### src/verilog/wsd_defines.vh
// Purpose: constants for the wake, status and debounce unit
// Assumes: included by the unit's design file and by the bench; guarded
// Notes:   addresses are five-bit serial command addresses
`ifndef WSD_DEFINES_VH
`define WSD_DEFINES_VH
// ****************************************
// register addresses and reset values
// ****************************************
`define WSD_ADDR_CTRL3     5'h02
`define WSD_ADDR_CTRL4     5'h03
`define WSD_ADDR_CTRL6     5'h05
`define WSD_ADDR_STATUS    5'h08
`define WSD_CTRL6_RESET    8'h9c
`define WSD_CTRL3_RESET    2'h3
`define WSD_CTRL3_SUPPLY   1
`define WSD_CTRL3_CLKON    0
`define WSD_CTRL4_LIM_SCALE 0
// ****************************************
// status register layout
// ****************************************
`define WSD_ST_AUX         0
`define WSD_ST_LOWB        1
`define WSD_ST_PWRON       2
`define WSD_ST_KEY_LSB     3
`define WSD_ST_KEY_MSB     7
// ****************************************
// serial command types (upper three bits)
// ****************************************
`define WSD_CMD_READ       3'h2
`define WSD_CMD_WRITE      3'h3
`define WSD_CMD_OFF        3'h4
`define WSD_CMD_DELIRQ     3'h5
// ****************************************
// timing
// ****************************************
`define WSD_DCLK_DIV       8'd16
`define WSD_DEBOUNCE_TICKS 8195
`define WSD_BAUD_R0        5'd8
`define WSD_BAUD_R1        5'd4
`define WSD_BAUD_R2        5'd2
`define WSD_BAUD_R3        5'd1
`endif

### src/verilog/wsd_unit.v
// Purpose: wake, key debounce, status flags and config for a transceiver
// Assumes: serial port pins and analog comparators are asynchronous inputs
// Notes:   serial clock is oversampled by clk; keep it at least 8x slower
`timescale 1ns/1ns
`include "wsd_defines.vh"

module wsd_unit #(
    parameter DEBOUNCE_COUNT = `WSD_DEBOUNCE_TICKS
) (
    // clock and reset
    input  wire       clk,
    input  wire       resetn,
    // serial port from host
    input  wire       spi_cs,
    input  wire       spi_sck,
    input  wire       spi_sdi,
    output reg        spi_sdo,
    output reg        spi_sdo_oe,
    // key and wake pins
    input  wire [4:0] key_input_n,
    input  wire       wake_pin,
    input  wire       aux_supply_pin,
    // analog status
    input  wire       supply_low,
    input  wire       supply_recovered,
    input  wire       supply_good,
    input  wire       osc_settled,
    input  wire       regulator_switch,
    // interval timing
    input  wire       interval_start,
    output reg        xdclk_tick,
    output reg        interval_max_hit,
    // power and host control
    output reg        irq,
    output reg        host_resetn,
    output reg        ext_supply_enable,
    output reg        clk_out_enable
);
    localparam ST_OFF  = 3'b001;
    localparam ST_WAKE = 3'b010;
    localparam ST_ACT  = 3'b100;

    // ****************************************
    // input synchronisers
    // ****************************************
    reg  [4:0] key_s1_reg;
    reg  [4:0] key_s2_reg;
    reg  [4:0] key_last_reg;
    reg  [4:0] pin_s1_reg;
    reg  [4:0] pin_s2_reg;
    reg  [4:0] pin_last_reg;
    reg  [2:0] spi_s1_reg;
    reg  [2:0] spi_s2_reg;
    reg        sck_last_reg;
    wire [4:0] pins_in = {regulator_switch, supply_recovered, supply_low,
                          aux_supply_pin, wake_pin};
    wire       wake_s  = pin_s2_reg[0];
    wire       aux_s   = pin_s2_reg[1];
    wire       low_s   = pin_s2_reg[2];
    wire       rec_s   = pin_s2_reg[3];
    wire       reg_s   = pin_s2_reg[4];
    wire       cs_s    = spi_s2_reg[0];
    wire       sck_s   = spi_s2_reg[1];
    wire       sdi_s   = spi_s2_reg[2];

    // one flop pair per key, all in one loop
    genvar gi;
    generate
        for (gi = 0; gi < 5; gi = gi + 1) begin : g_key
            always @(posedge clk or negedge resetn) begin
                if (!resetn) begin
                    key_s1_reg[gi] <= 1'b1;
                    key_s2_reg[gi] <= 1'b1;
                end else begin
                    key_s1_reg[gi] <= key_input_n[gi];
                    key_s2_reg[gi] <= key_s1_reg[gi];
                end
            end
        end
    endgenerate

    // other pins; first stage feeds only the second
    always @(posedge clk or negedge resetn) begin
        if (!resetn) begin
            pin_s1_reg <= 5'h00;
            pin_s2_reg <= 5'h00;
            spi_s1_reg <= 3'h0;
            spi_s2_reg <= 3'h0;
        end else begin
            pin_s1_reg <= pins_in;
            pin_s2_reg <= pin_s1_reg;
            spi_s1_reg <= {spi_sdi, spi_sck, spi_cs};
            spi_s2_reg <= spi_s1_reg;
        end
    end

    wire [4:0] key_evt   = key_s2_reg ^ key_last_reg;
    wire [4:0] key_fall  = key_last_reg & ~key_s2_reg;
    wire       wake_rise = wake_s & ~pin_last_reg[0];
    wire       aux_rise  = aux_s & ~pin_last_reg[1];
    wire       reg_rise  = reg_s & ~pin_last_reg[4];
    wire       sck_rise  = sck_s & ~sck_last_reg;
    wire       sck_fall  = ~sck_s & sck_last_reg;

    // ****************************************
    // digital and extended bit clocks
    // ****************************************
    reg  [7:0]  dclk_cnt_reg;
    reg         dclk_tick_reg;
    reg  [4:0]  xd_cnt_reg;
    reg  [5:0]  iv_cnt_reg;
    reg         iv_run_reg;
    reg  [7:0]  ctrl6_reg;
    reg  [1:0]  ctrl3_reg;
    reg         limit_scale_reg;
    reg  [4:0]  xd_mult;

    // range code to period multiple, doubled when extended
    always @* begin
        case (ctrl6_reg[7:6])
            2'b00:   xd_mult = `WSD_BAUD_R0;
            2'b01:   xd_mult = `WSD_BAUD_R1;
            2'b10:   xd_mult = `WSD_BAUD_R2;
            default: xd_mult = `WSD_BAUD_R3;
        endcase
        if (limit_scale_reg)
            xd_mult = {xd_mult[3:0], 1'b0};
    end

    // divider chain and max-interval timer
    always @(posedge clk or negedge resetn) begin
        if (!resetn) begin
            dclk_cnt_reg     <= 8'h00;
            dclk_tick_reg    <= 1'b0;
            xd_cnt_reg       <= 5'h00;
            xdclk_tick       <= 1'b0;
            iv_cnt_reg       <= 6'h00;
            iv_run_reg       <= 1'b0;
            interval_max_hit <= 1'b0;
        end else begin
            dclk_tick_reg    <= (dclk_cnt_reg == `WSD_DCLK_DIV - 8'd1);
            dclk_cnt_reg     <= (dclk_cnt_reg == `WSD_DCLK_DIV - 8'd1) ? 8'h00
                                : dclk_cnt_reg + 8'd1;
            xdclk_tick       <= 1'b0;
            interval_max_hit <= 1'b0;
            if (dclk_tick_reg) begin
                if (xd_cnt_reg >= xd_mult - 5'd1) begin
                    xd_cnt_reg <= 5'h00;
                    xdclk_tick <= 1'b1;
                end else
                    xd_cnt_reg <= xd_cnt_reg + 5'd1;
            end
            if (interval_start) begin
                iv_cnt_reg <= 6'h00;
                iv_run_reg <= 1'b1;
            end else if (iv_run_reg && xdclk_tick) begin
                if (iv_cnt_reg + 6'd2 >= ctrl6_reg[5:0]) begin
                    iv_run_reg       <= 1'b0;
                    interval_max_hit <= 1'b1;
                end else
                    iv_cnt_reg <= iv_cnt_reg + 6'd1;
            end
        end
    end

    // ****************************************
    // serial port
    // ****************************************
    reg  [2:0] bit_cnt_reg;
    reg  [7:0] rx_shift_reg;
    reg  [7:0] tx_shift_reg;
    reg        first_reg;
    reg  [2:0] cmd_reg;
    reg  [4:0] addr_reg;
    reg  [7:0] status_reg;
    reg  [7:0] rd_data;
    wire [7:0] rx_byte  = {rx_shift_reg[6:0], sdi_s};
    wire       byte_end = cs_s & host_resetn & sck_rise & (bit_cnt_reg == 3'd7);
    wire       cmd_end  = byte_end & first_reg;
    wire       dat_end  = byte_end & ~first_reg;
    wire [2:0] new_cmd  = rx_byte[7:5];
    wire [4:0] rd_addr  = cmd_end ? rx_byte[4:0] : addr_reg + 5'd1;
    wire       do_read  = (cmd_end & new_cmd == `WSD_CMD_READ) |
                          (dat_end & cmd_reg == `WSD_CMD_READ);
    wire       wr_en    = dat_end & (cmd_reg == `WSD_CMD_WRITE);
    wire       stat_rd  = do_read & (rd_addr == `WSD_ADDR_STATUS);
    wire       del_irq  = cmd_end & (new_cmd == `WSD_CMD_DELIRQ);
    wire       off_cmd  = cmd_end & (new_cmd == `WSD_CMD_OFF);

    // read mux; unmapped addresses read zero
    always @* begin
        case (rd_addr)
            `WSD_ADDR_CTRL3:  rd_data = {6'h00, ctrl3_reg};
            `WSD_ADDR_CTRL4:  rd_data = {7'h00, limit_scale_reg};
            `WSD_ADDR_CTRL6:  rd_data = ctrl6_reg;
            `WSD_ADDR_STATUS: rd_data = status_reg;
            default:          rd_data = 8'h00;
        endcase
    end

    // mode 0: sample on rising edge, shift out on falling, msb first
    always @(posedge clk or negedge resetn) begin
        if (!resetn) begin
            sck_last_reg <= 1'b0;
            bit_cnt_reg  <= 3'h0;
            rx_shift_reg <= 8'h00;
            tx_shift_reg <= 8'h00;
            first_reg    <= 1'b1;
            cmd_reg      <= 3'h0;
            addr_reg     <= 5'h00;
            spi_sdo      <= 1'b0;
            spi_sdo_oe   <= 1'b0;
        end else begin
            sck_last_reg <= sck_s;
            spi_sdo_oe   <= cs_s & host_resetn;
            spi_sdo      <= tx_shift_reg[7];
            if (!cs_s || !host_resetn) begin
                // low select holds the port in reset; no traffic during host reset
                bit_cnt_reg  <= 3'h0;
                first_reg    <= 1'b1;
                tx_shift_reg <= 8'h00; // buffer count, no buffer here
            end else if (sck_rise) begin
                rx_shift_reg <= rx_byte;
                bit_cnt_reg  <= bit_cnt_reg + 3'd1;
                if (bit_cnt_reg == 3'd7) begin
                    first_reg <= 1'b0;
                    if (first_reg) begin
                        cmd_reg  <= new_cmd;
                        addr_reg <= rx_byte[4:0];
                    end else
                        addr_reg <= addr_reg + 5'd1;
                    // read returns data; other commands echo the byte
                    tx_shift_reg <= do_read ? rd_data : rx_byte;
                end
            end else if (sck_fall && bit_cnt_reg != 3'h0)
                tx_shift_reg <= {tx_shift_reg[6:0], 1'b0};
        end
    end

    // ****************************************
    // control registers
    // ****************************************
    always @(posedge clk or negedge resetn) begin
        if (!resetn) begin
            ctrl6_reg <= `WSD_CTRL6_RESET;
            ctrl3_reg <= `WSD_CTRL3_RESET;
            limit_scale_reg <= 1'b0;
        end else if (wr_en) begin
            case (addr_reg)
                `WSD_ADDR_CTRL6: ctrl6_reg <= rx_byte;
                `WSD_ADDR_CTRL3: ctrl3_reg <= rx_byte[1:0];
                `WSD_ADDR_CTRL4: limit_scale_reg <= rx_byte[`WSD_CTRL4_LIM_SCALE];
                default:         ctrl6_reg <= ctrl6_reg;
            endcase
        end
    end

    // ****************************************
    // power state, wake causes, debounce
    // ****************************************
    reg  [2:0]  state_reg;
    reg  [4:0]  cause_key_reg;
    reg         cause_pwr_reg;
    reg         cause_aux_reg;
    reg         deb_run_reg;
    reg  [4:0]  deb_key_reg;
    reg  [13:0] deb_cnt_reg;
    reg         deb_done_reg;
    wire        active   = (state_reg == ST_ACT);
    wire        deb_hit  = deb_run_reg & dclk_tick_reg &
                           (deb_cnt_reg == DEBOUNCE_COUNT - 1);
    wire        settle   = (state_reg == ST_WAKE) & osc_settled & supply_good;
    wire        can_off  = wake_s == 1'b0 && key_s2_reg == 5'h1f;

    always @(posedge clk or negedge resetn) begin
        if (!resetn) begin
            state_reg     <= ST_OFF;
            key_last_reg  <= 5'h1f;
            pin_last_reg  <= 5'h00;
            cause_key_reg <= 5'h00;
            cause_pwr_reg <= 1'b0;
            cause_aux_reg <= 1'b0;
            deb_run_reg   <= 1'b0;
            deb_key_reg   <= 5'h00;
            deb_cnt_reg   <= 14'h0000;
            deb_done_reg  <= 1'b0;
        end else begin
            key_last_reg <= key_s2_reg;
            pin_last_reg <= pin_s2_reg;
            deb_done_reg <= deb_hit;
            case (state_reg)
                ST_OFF: begin
                    cause_key_reg <= key_fall;
                    cause_pwr_reg <= wake_rise;
                    cause_aux_reg <= aux_s;
                    // the wake pin going low never forces off
                    if (|key_fall || wake_rise || aux_s)
                        state_reg <= ST_WAKE;
                end
                ST_WAKE: begin
                    if (settle)
                        state_reg <= ST_ACT;
                end
                ST_ACT: begin
                    if (off_cmd && can_off && !cause_aux_reg)
                        state_reg <= ST_OFF;
                end
                default: state_reg <= ST_OFF;
            endcase
            // debounce runs only in the active state, not while off or waking
            if (!active) begin
                deb_run_reg <= 1'b0;
            end else if (|key_evt) begin
                if (deb_run_reg && (key_evt & ~deb_key_reg) == 5'h00)
                    deb_run_reg <= 1'b0;
                else begin
                    deb_run_reg <= 1'b1;
                    deb_key_reg <= key_evt;
                    deb_cnt_reg <= 14'h0000;
                end
            end else if (deb_hit)
                deb_run_reg <= 1'b0;
            else if (deb_run_reg && dclk_tick_reg)
                deb_cnt_reg <= deb_cnt_reg + 14'd1;
        end
    end

    // ****************************************
    // status flags and interrupt
    // ****************************************
    wire pwr_set  = (settle & cause_pwr_reg) | (active & wake_rise);
    wire aux_set  = (settle & cause_aux_reg) |
                    (active & (aux_rise | reg_rise));
    wire key_set  = (settle & |cause_key_reg) | deb_done_reg;
    wire pwr_new  = pwr_set & ~status_reg[`WSD_ST_PWRON];
    wire aux_new  = aux_set & ~status_reg[`WSD_ST_AUX];
    wire force_on = status_reg[`WSD_ST_PWRON] | deb_run_reg;

    // a new event in the clearing cycle wins over the clear
    always @(posedge clk or negedge resetn) begin
        if (!resetn) begin
            status_reg        <= 8'h00;
            irq               <= 1'b0;
            host_resetn       <= 1'b0;
            ext_supply_enable <= 1'b0;
            clk_out_enable    <= 1'b0;
        end else begin
            if (settle)
                status_reg[`WSD_ST_KEY_MSB:`WSD_ST_KEY_LSB] <=
                    status_reg[`WSD_ST_KEY_MSB:`WSD_ST_KEY_LSB] | cause_key_reg;
            else if (deb_done_reg)
                status_reg[`WSD_ST_KEY_MSB:`WSD_ST_KEY_LSB] <= ~key_s2_reg;
            if (pwr_set)
                status_reg[`WSD_ST_PWRON] <= 1'b1;
            else if (stat_rd)
                status_reg[`WSD_ST_PWRON] <= 1'b0;
            if (aux_set)
                status_reg[`WSD_ST_AUX] <= 1'b1;
            else if (stat_rd)
                status_reg[`WSD_ST_AUX] <= 1'b0;
            if (low_s && state_reg != ST_OFF)
                status_reg[`WSD_ST_LOWB] <= 1'b1;
            else if (stat_rd && rec_s)
                status_reg[`WSD_ST_LOWB] <= 1'b0;
            if (pwr_new || aux_new || key_set)
                irq <= 1'b1;
            else if (stat_rd || del_irq)
                irq <= 1'b0;
            // host held in reset until supply good and oscillator settled
            host_resetn <= active;
            ext_supply_enable <= (state_reg != ST_OFF) &
                                 (ctrl3_reg[`WSD_CTRL3_SUPPLY] | force_on |
                                  ~active);
            clk_out_enable <= osc_settled & (state_reg != ST_OFF) &
                              (ctrl3_reg[`WSD_CTRL3_CLKON] | force_on |
                               ~active);
        end
    end

endmodule // wsd_unit

### config.mk
export PLATFORM = sky130hd
export DESIGN_NAME = wsd_unit
export DESIGN_NICKNAME = d
export VERILOG_FILES = /design/src/verilog/wsd_unit.v
export VERILOG_INCLUDE_DIRS = /design/src /design/src/verilog
export SDC_FILE = /design/constraint.sdc
export NUM_CORES = 1
export LEC_CHECK = 0
export BUFFER_PORTS_ARGS = -buffer_cell sky130_fd_sc_hd__buf_2
export CORE_ASPECT_RATIO = 0.5
export CORE_UTILIZATION = 66
export CTS_CLUSTER_SIZE = 8
export DETAILED_ROUTE_END_ITERATION = 8
export HOLD_SLACK_MARGIN = 0.02
export PLACE_DENSITY_LB_ADDON = 0.3
export SLEW_MARGIN = 25
export SYNTH_ARGS = -nofsm -noshare
export SYNTH_HDL_FRONTEND = slang
export SYNTH_SLANG_ARGS = --single-unit
### constraint.sdc
create_clock -name clk -period 6.4 [get_ports clk]
set_clock_uncertainty 0.15 [all_clocks]
set_input_delay 1.6 -clock clk [delete_from_list [all_inputs] [get_ports clk]]
set_output_delay 1.6 -clock clk [all_outputs]
set_load 0.02 [all_outputs]
==> impl_results.html <==
<table>
<tr><th>Metric</th><th>Value</th></tr>
<tr><th colspan="2">Synth</th></tr>
<tr><td>Flip-flop cell with the highest count after synthesis</td><td>sky130_fd_sc_hd__dfrtp_1</td></tr>
<tr><td>Number of storage elements in the synthesis netlist</td><td>roughly 140</td></tr>
<tr><td>Cell Area, Synth</td><td>~0.0067 mm^2</td></tr>
<tr><td>Avg Synthesized Cell Area</td><td>around 11 um^2</td></tr>
<tr><td>Unique masters post-synth</td><td>68</td></tr>
<tr><td>Number of instances in the synthesized netlist</td><td>roughly 630</td></tr>
<tr><td>Share of the yosys chip area belonging to registers</td><td>53.5%</td></tr>
<tr><td>Synth warn</td><td>0</td></tr>
<tr><td>EDFF count, synth</td><td>0</td></tr>
<tr><td>Ys async rst share</td><td>100%</td></tr>
<tr><td>Number of nets in the synthesized netlist</td><td>674</td></tr>
<tr><th colspan="2">Detailed routing</th></tr>
<tr><td>DRC violation count after routing</td><td>0</td></tr>
<tr><td>Overall routed net length</td><td>around 14000 um</td></tr>
<tr><td>Antenna-violating nets left</td><td>0</td></tr>
<tr><td>Detailed-route via count</td><td>4850</td></tr>
<tr><td>DRT iter0 DRCs</td><td>around 430</td></tr>
<tr><td>Routed len/inst</td><td>17.4 um</td></tr>
<tr><td>Iteration count of the initial detailed-routing pass</td><td>5</td></tr>
<tr><td>Drt via density</td><td>approximately 6</td></tr>
<tr><th colspan="2">GRT</th></tr>
<tr><td>Met3 track demand over resource</td><td>between 7 and 8%</td></tr>
<tr><td>GRT met1 Usage</td><td>between 40% and 50%</td></tr>
<tr><td>GR met2 Demand/Resource</td><td>a little under half</td></tr>
<tr><td>Pin count of the biggest net entering global routing</td><td>103</td></tr>
<tr><td>Overall track demand over capacity in global routing</td><td>29.9%</td></tr>
<tr><td>Layer carrying the most global-route usage</td><td>met2</td></tr>
<tr><td>Remaining global-route overflow</td><td>0</td></tr>
<tr><td>Antenna violations before repair</td><td>0</td></tr>
<tr><td>First-pass GRT wire length</td><td>23300 um</td></tr>
<tr><td>Vias in the first global route</td><td>4712</td></tr>
<tr><th colspan="2">Worst setup path</th></tr>
<tr><td>Largest stage delay on the critical path</td><td>roughly 760 ps</td></tr>
<tr><td>Sequence of cells on the critical path</td><td>nor2b_1, nand3_1, nor3_2, mux2_2</td></tr>
<tr><td>Kind of capture point of the worst setup path</td><td>flop</td></tr>
<tr><td>Critical R2R Capture</td><td>ctrl6_reg[6]</td></tr>
<tr><td>Element type at the critical path start</td><td>flop</td></tr>
<tr><td>Category of cells accounting for the largest share of critical-path delay</td><td>simple AND/OR/NAND/NOR gates</td></tr>
<tr><td>Kind of critical path</td><td>reg -&gt; reg</td></tr>
<tr><td>R2R setup slack</td><td>around 3600 ps</td></tr>
<tr><td>Data arrival time of the critical path</td><td>2990 ps</td></tr>
<tr><td>Reg-to-Reg Start</td><td>spi_s2_reg[1]</td></tr>
<tr><td>Critical path's slowest cell</td><td>sky130_fd_sc_hd__nor3_2</td></tr>
<tr><td>Data required, critical path</td><td>roughly 6600 ps</td></tr>
<tr><td>Largest driver fanout on the critical path</td><td>13</td></tr>
<tr><td>Number of cells on the worst reg-to-reg path</td><td>4</td></tr>
<tr><td>Buffers plus inverters on the worst setup path</td><td>0</td></tr>
<tr><th colspan="2">STA</th></tr>
<tr><td>Worst-Margin Slew</td><td>913 ps</td></tr>
<tr><td>Min cycle time layout</td><td>between 2000 and 3000 ps</td></tr>
<tr><td>Worst hold margin</td><td>roughly 190 ps</td></tr>
<tr><td>Setup-failing EPs final</td><td>0</td></tr>
<tr><td>Unrepaired setup endpoints after global routing</td><td>false</td></tr>
<tr><td>Sum Neg Setup Slack</td><td>0 ps</td></tr>
<tr><td>Part of the cycle the worst path needs</td><td>44.3%</td></tr>
<tr><td>Min setup slack post-route</td><td>around 3600 ps</td></tr>
<tr><td>Number of slew-limit violations in the final report</td><td>0</td></tr>
<tr><td>Worst slew margin</td><td>39.1%</td></tr>
<tr><td>Maximum frequency from static timing analysis</td><td>~350 MHz</td></tr>
<tr><td>Number of hold violations in the final report</td><td>0</td></tr>
<tr><th colspan="2">Placement</th></tr>
<tr><td>Worst setup timing slack at the placement stage</td><td>~3300 ps</td></tr>
<tr><td>Post-detailed-placement half-perimeter wirelength</td><td>between 9000 and 10000 um</td></tr>
<tr><td>Placement Cell Area</td><td>about 0.0069 mm^2</td></tr>
<tr><td>Buffers on Ports</td><td>25</td></tr>
<tr><td>Placer's final routability congestion estimate</td><td>about 0.87</td></tr>
<tr><th colspan="2">Clocking</th></tr>
<tr><td>TritonCTS buffer count</td><td>17</td></tr>
<tr><td>Clk Tree Root Cell</td><td>sky130_fd_sc_hd__clkbuf_16</td></tr>
<tr><td>Count of H-tree levels built during CTS</td><td>4</td></tr>
<tr><td>Post-cts resize count</td><td>0</td></tr>
<tr><td>Clk buf depth</td><td>2</td></tr>
<tr><td>Skew-Pair Late Insertion Delay</td><td>430 ps</td></tr>
<tr><td>Clk pin slew, worst setup/hold paths</td><td>~70 ps</td></tr>
<tr><td>Number of hold buffers added after CTS</td><td>0</td></tr>
<tr><td>Buffers inserted during post-CTS setup optimization</td><td>0</td></tr>
<tr><td>TritonCTS clock tree</td><td>yes</td></tr>
<tr><td>Count of clock tree sinks</td><td>between 100 and 150</td></tr>
<tr><th colspan="2">Floorplan</th></tr>
<tr><td>Effective utilization at floorplan</td><td>a little under 70%</td></tr>
<tr><td>Horiz. Die Dim</td><td>roughly 140 um</td></tr>
<tr><td>Die outline area</td><td>between 0.01 and 0.015 mm^2</td></tr>
<tr><td>Number of core rows</td><td>25</td></tr>
<tr><td>Overall die height</td><td>about 73 um</td></tr>
<tr><td>Core region area</td><td>around 0.0096 mm^2</td></tr>
<tr><td>IO Pins</td><td>26</td></tr>
<tr><th colspan="2">Min path</th></tr>
<tr><td>Worst Hold Path Cells</td><td>0</td></tr>
<tr><td>End point of the worst hold path</td><td>pin_s2_reg[0]</td></tr>
<tr><td>Hold crit path type</td><td>reg -&gt; reg</td></tr>
<tr><td>Hold path start</td><td>pin_s1_reg[0]</td></tr>
<tr><th colspan="2">Power</th></tr>
<tr><td>Power Total</td><td>approximately 2.2 mW</td></tr>
<tr><td>Areal power density over the cells</td><td>~290 mW/mm^2</td></tr>
<tr><td>Peak VDD IR</td><td>0.000223 V</td></tr>
<tr><td>Static Leak</td><td>around 3.4 nW</td></tr>
<tr><th colspan="2">Job</th></tr>
<tr><td>Number of maximum-capacitance violations</td><td>0</td></tr>
<tr><th colspan="2">Run status</th></tr>
<tr><td>Run status</td><td>completed</td></tr>
<tr><th colspan="2">Cells and area</th></tr>
<tr><td>Share of post-route cells with drive strength above 1</td><td>about 18%</td></tr>
<tr><td>Inserted Diodes</td><td>0</td></tr>
<tr><td>Number of flip-flops under the largest register name</td><td>14</td></tr>
<tr><td>Fillers</td><td>between 500 and 600</td></tr>
<tr><td>Most common cell after layout, fill and taps aside</td><td>sky130_fd_sc_hd__dfrtp_1</td></tr>
<tr><td>Net count reported at finish</td><td>between 600 and 700</td></tr>
<tr><td>Layout overhead on the synthesized area</td><td>12.2%</td></tr>
<tr><td>Final instance area</td><td>between 0.007 and 0.008 mm^2</td></tr>
<tr><td>Top library cells by usage in the layout, fill and taps aside</td><td>sky130_fd_sc_hd__dfrtp_1, sky130_fd_sc_hd__nand2_1, sky130_fd_sc_hd__inv_1, sky130_fd_sc_hd__o21ai_0, sky130_fd_sc_hd__nor2_1</td></tr>
</table>
[metal layers]
layer | routed length [um] | part of all wire (%) | vias to the layer above
met2 | 6650 | 48 | 183
met4 | 244 | 1.8 | 0
met3 | 818 | 5.9 | 32
met1 | 6210 | 45 | 2360
met5 | 0 | 0 | -
li1 | - | - | 2275
[cell usage after synthesis, types with 5 or more instances]
master	n	area (um^2)
sky130_fd_sc_hd__inv_1	47	176
sky130_fd_sc_hd__dfrtp_1	118	2950
sky130_fd_sc_hd__a221oi_1	6	52.6
sky130_fd_sc_hd__o21ai_0	47	235
sky130_fd_sc_hd__o211ai_1	5	37.5
sky130_fd_sc_hd__nand3_1	23	115
sky130_fd_sc_hd__a22oi_1	12	90.1
sky130_fd_sc_hd__o22ai_1	5	31.3
sky130_fd_sc_hd__nand4_1	6	37.5
sky130_fd_sc_hd__mux2_2	20	225
sky130_fd_sc_hd__or3_1	13	81.3
sky130_fd_sc_hd__clkbuf_1	16	60.1
sky130_fd_sc_hd__dfstp_2	23	604
sky130_fd_sc_hd__a211oi_1	7	52.6
sky130_fd_sc_hd__nand2_1	50	188
sky130_fd_sc_hd__and3_1	12	75.1
sky130_fd_sc_hd__nor2_1	39	146
sky130_fd_sc_hd__mux2i_1	6	60.1
sky130_fd_sc_hd__a21o_1	5	37.5
sky130_fd_sc_hd__ha_1	29	363
sky130_fd_sc_hd__nand2b_1	10	62.6
sky130_fd_sc_hd__a21oi_1	28	140
sky130_fd_sc_hd__xor2_1	8	70.1
sky130_fd_sc_hd__xnor2_1	14	123
sky130_fd_sc_hd__nor3_1	11	55.1
[worst max-delay path by stage]
| stage | startpoint | cells past startpoint | end | slack (ps) |
|---|---|---|---|---|
| floorplan | supply_good | 6 | irq | 3540 |
| global placement | supply_good | 7 | irq | 3380 |
| detailed placement | osc_settled | 7 | irq | 3300 |
| CTS | key_s2_reg[2] | 8 | deb_cnt_reg[5] | 3580 |
| global route | spi_s2_reg[1] | 4 | ctrl6_reg[6] | 3360 |
| finish | spi_s2_reg[1] | 4 | ctrl6_reg[6] | 3560 |
[cells by family after synthesis]
family | share of synthesized area (%)
compound gates | 13.5
fa+ha+maj | 5.46
mux | 4.29
xor+xnor | 2.90
buf+inv | 4.14
flops | 53.5
simple gates | 16.2
[per-stage QoR]
step           utilization [%]  instances
6_report                  77.7        799
4_1_cts                   77.7        799
2_1_floorplan                -        627
3_5_place_dp              71.6        767
3_3_place_gp              71.6        767
5_1_grt                   77.7        799
[layout make-up]
cell class / count / area [um^2] / share of cell area, %
sequential: 141 / 3560 / 47.6
multi-input combinational: 416 / 2820 / 37.8
clock buffer: 18 / 429 / 5.75
inverter: 47 / 176 / 2.36
tap: 135 / 169 / 2.26
clock inverter: 14 / 156 / 2.09
timing repair buffer: 28 / 154 / 2.06
[where the power goes]
group | internal (mW) | total, mW | switching [mW]
logic | 0.0734 | 0.182 | 0.108
registers | 0.955 | 1.00 | 0.0480
clock network | 0.580 | 0.978 | 0.398
total | 1.61 | 2.16 | 0.554
Power figures use the tool's default switching activity.
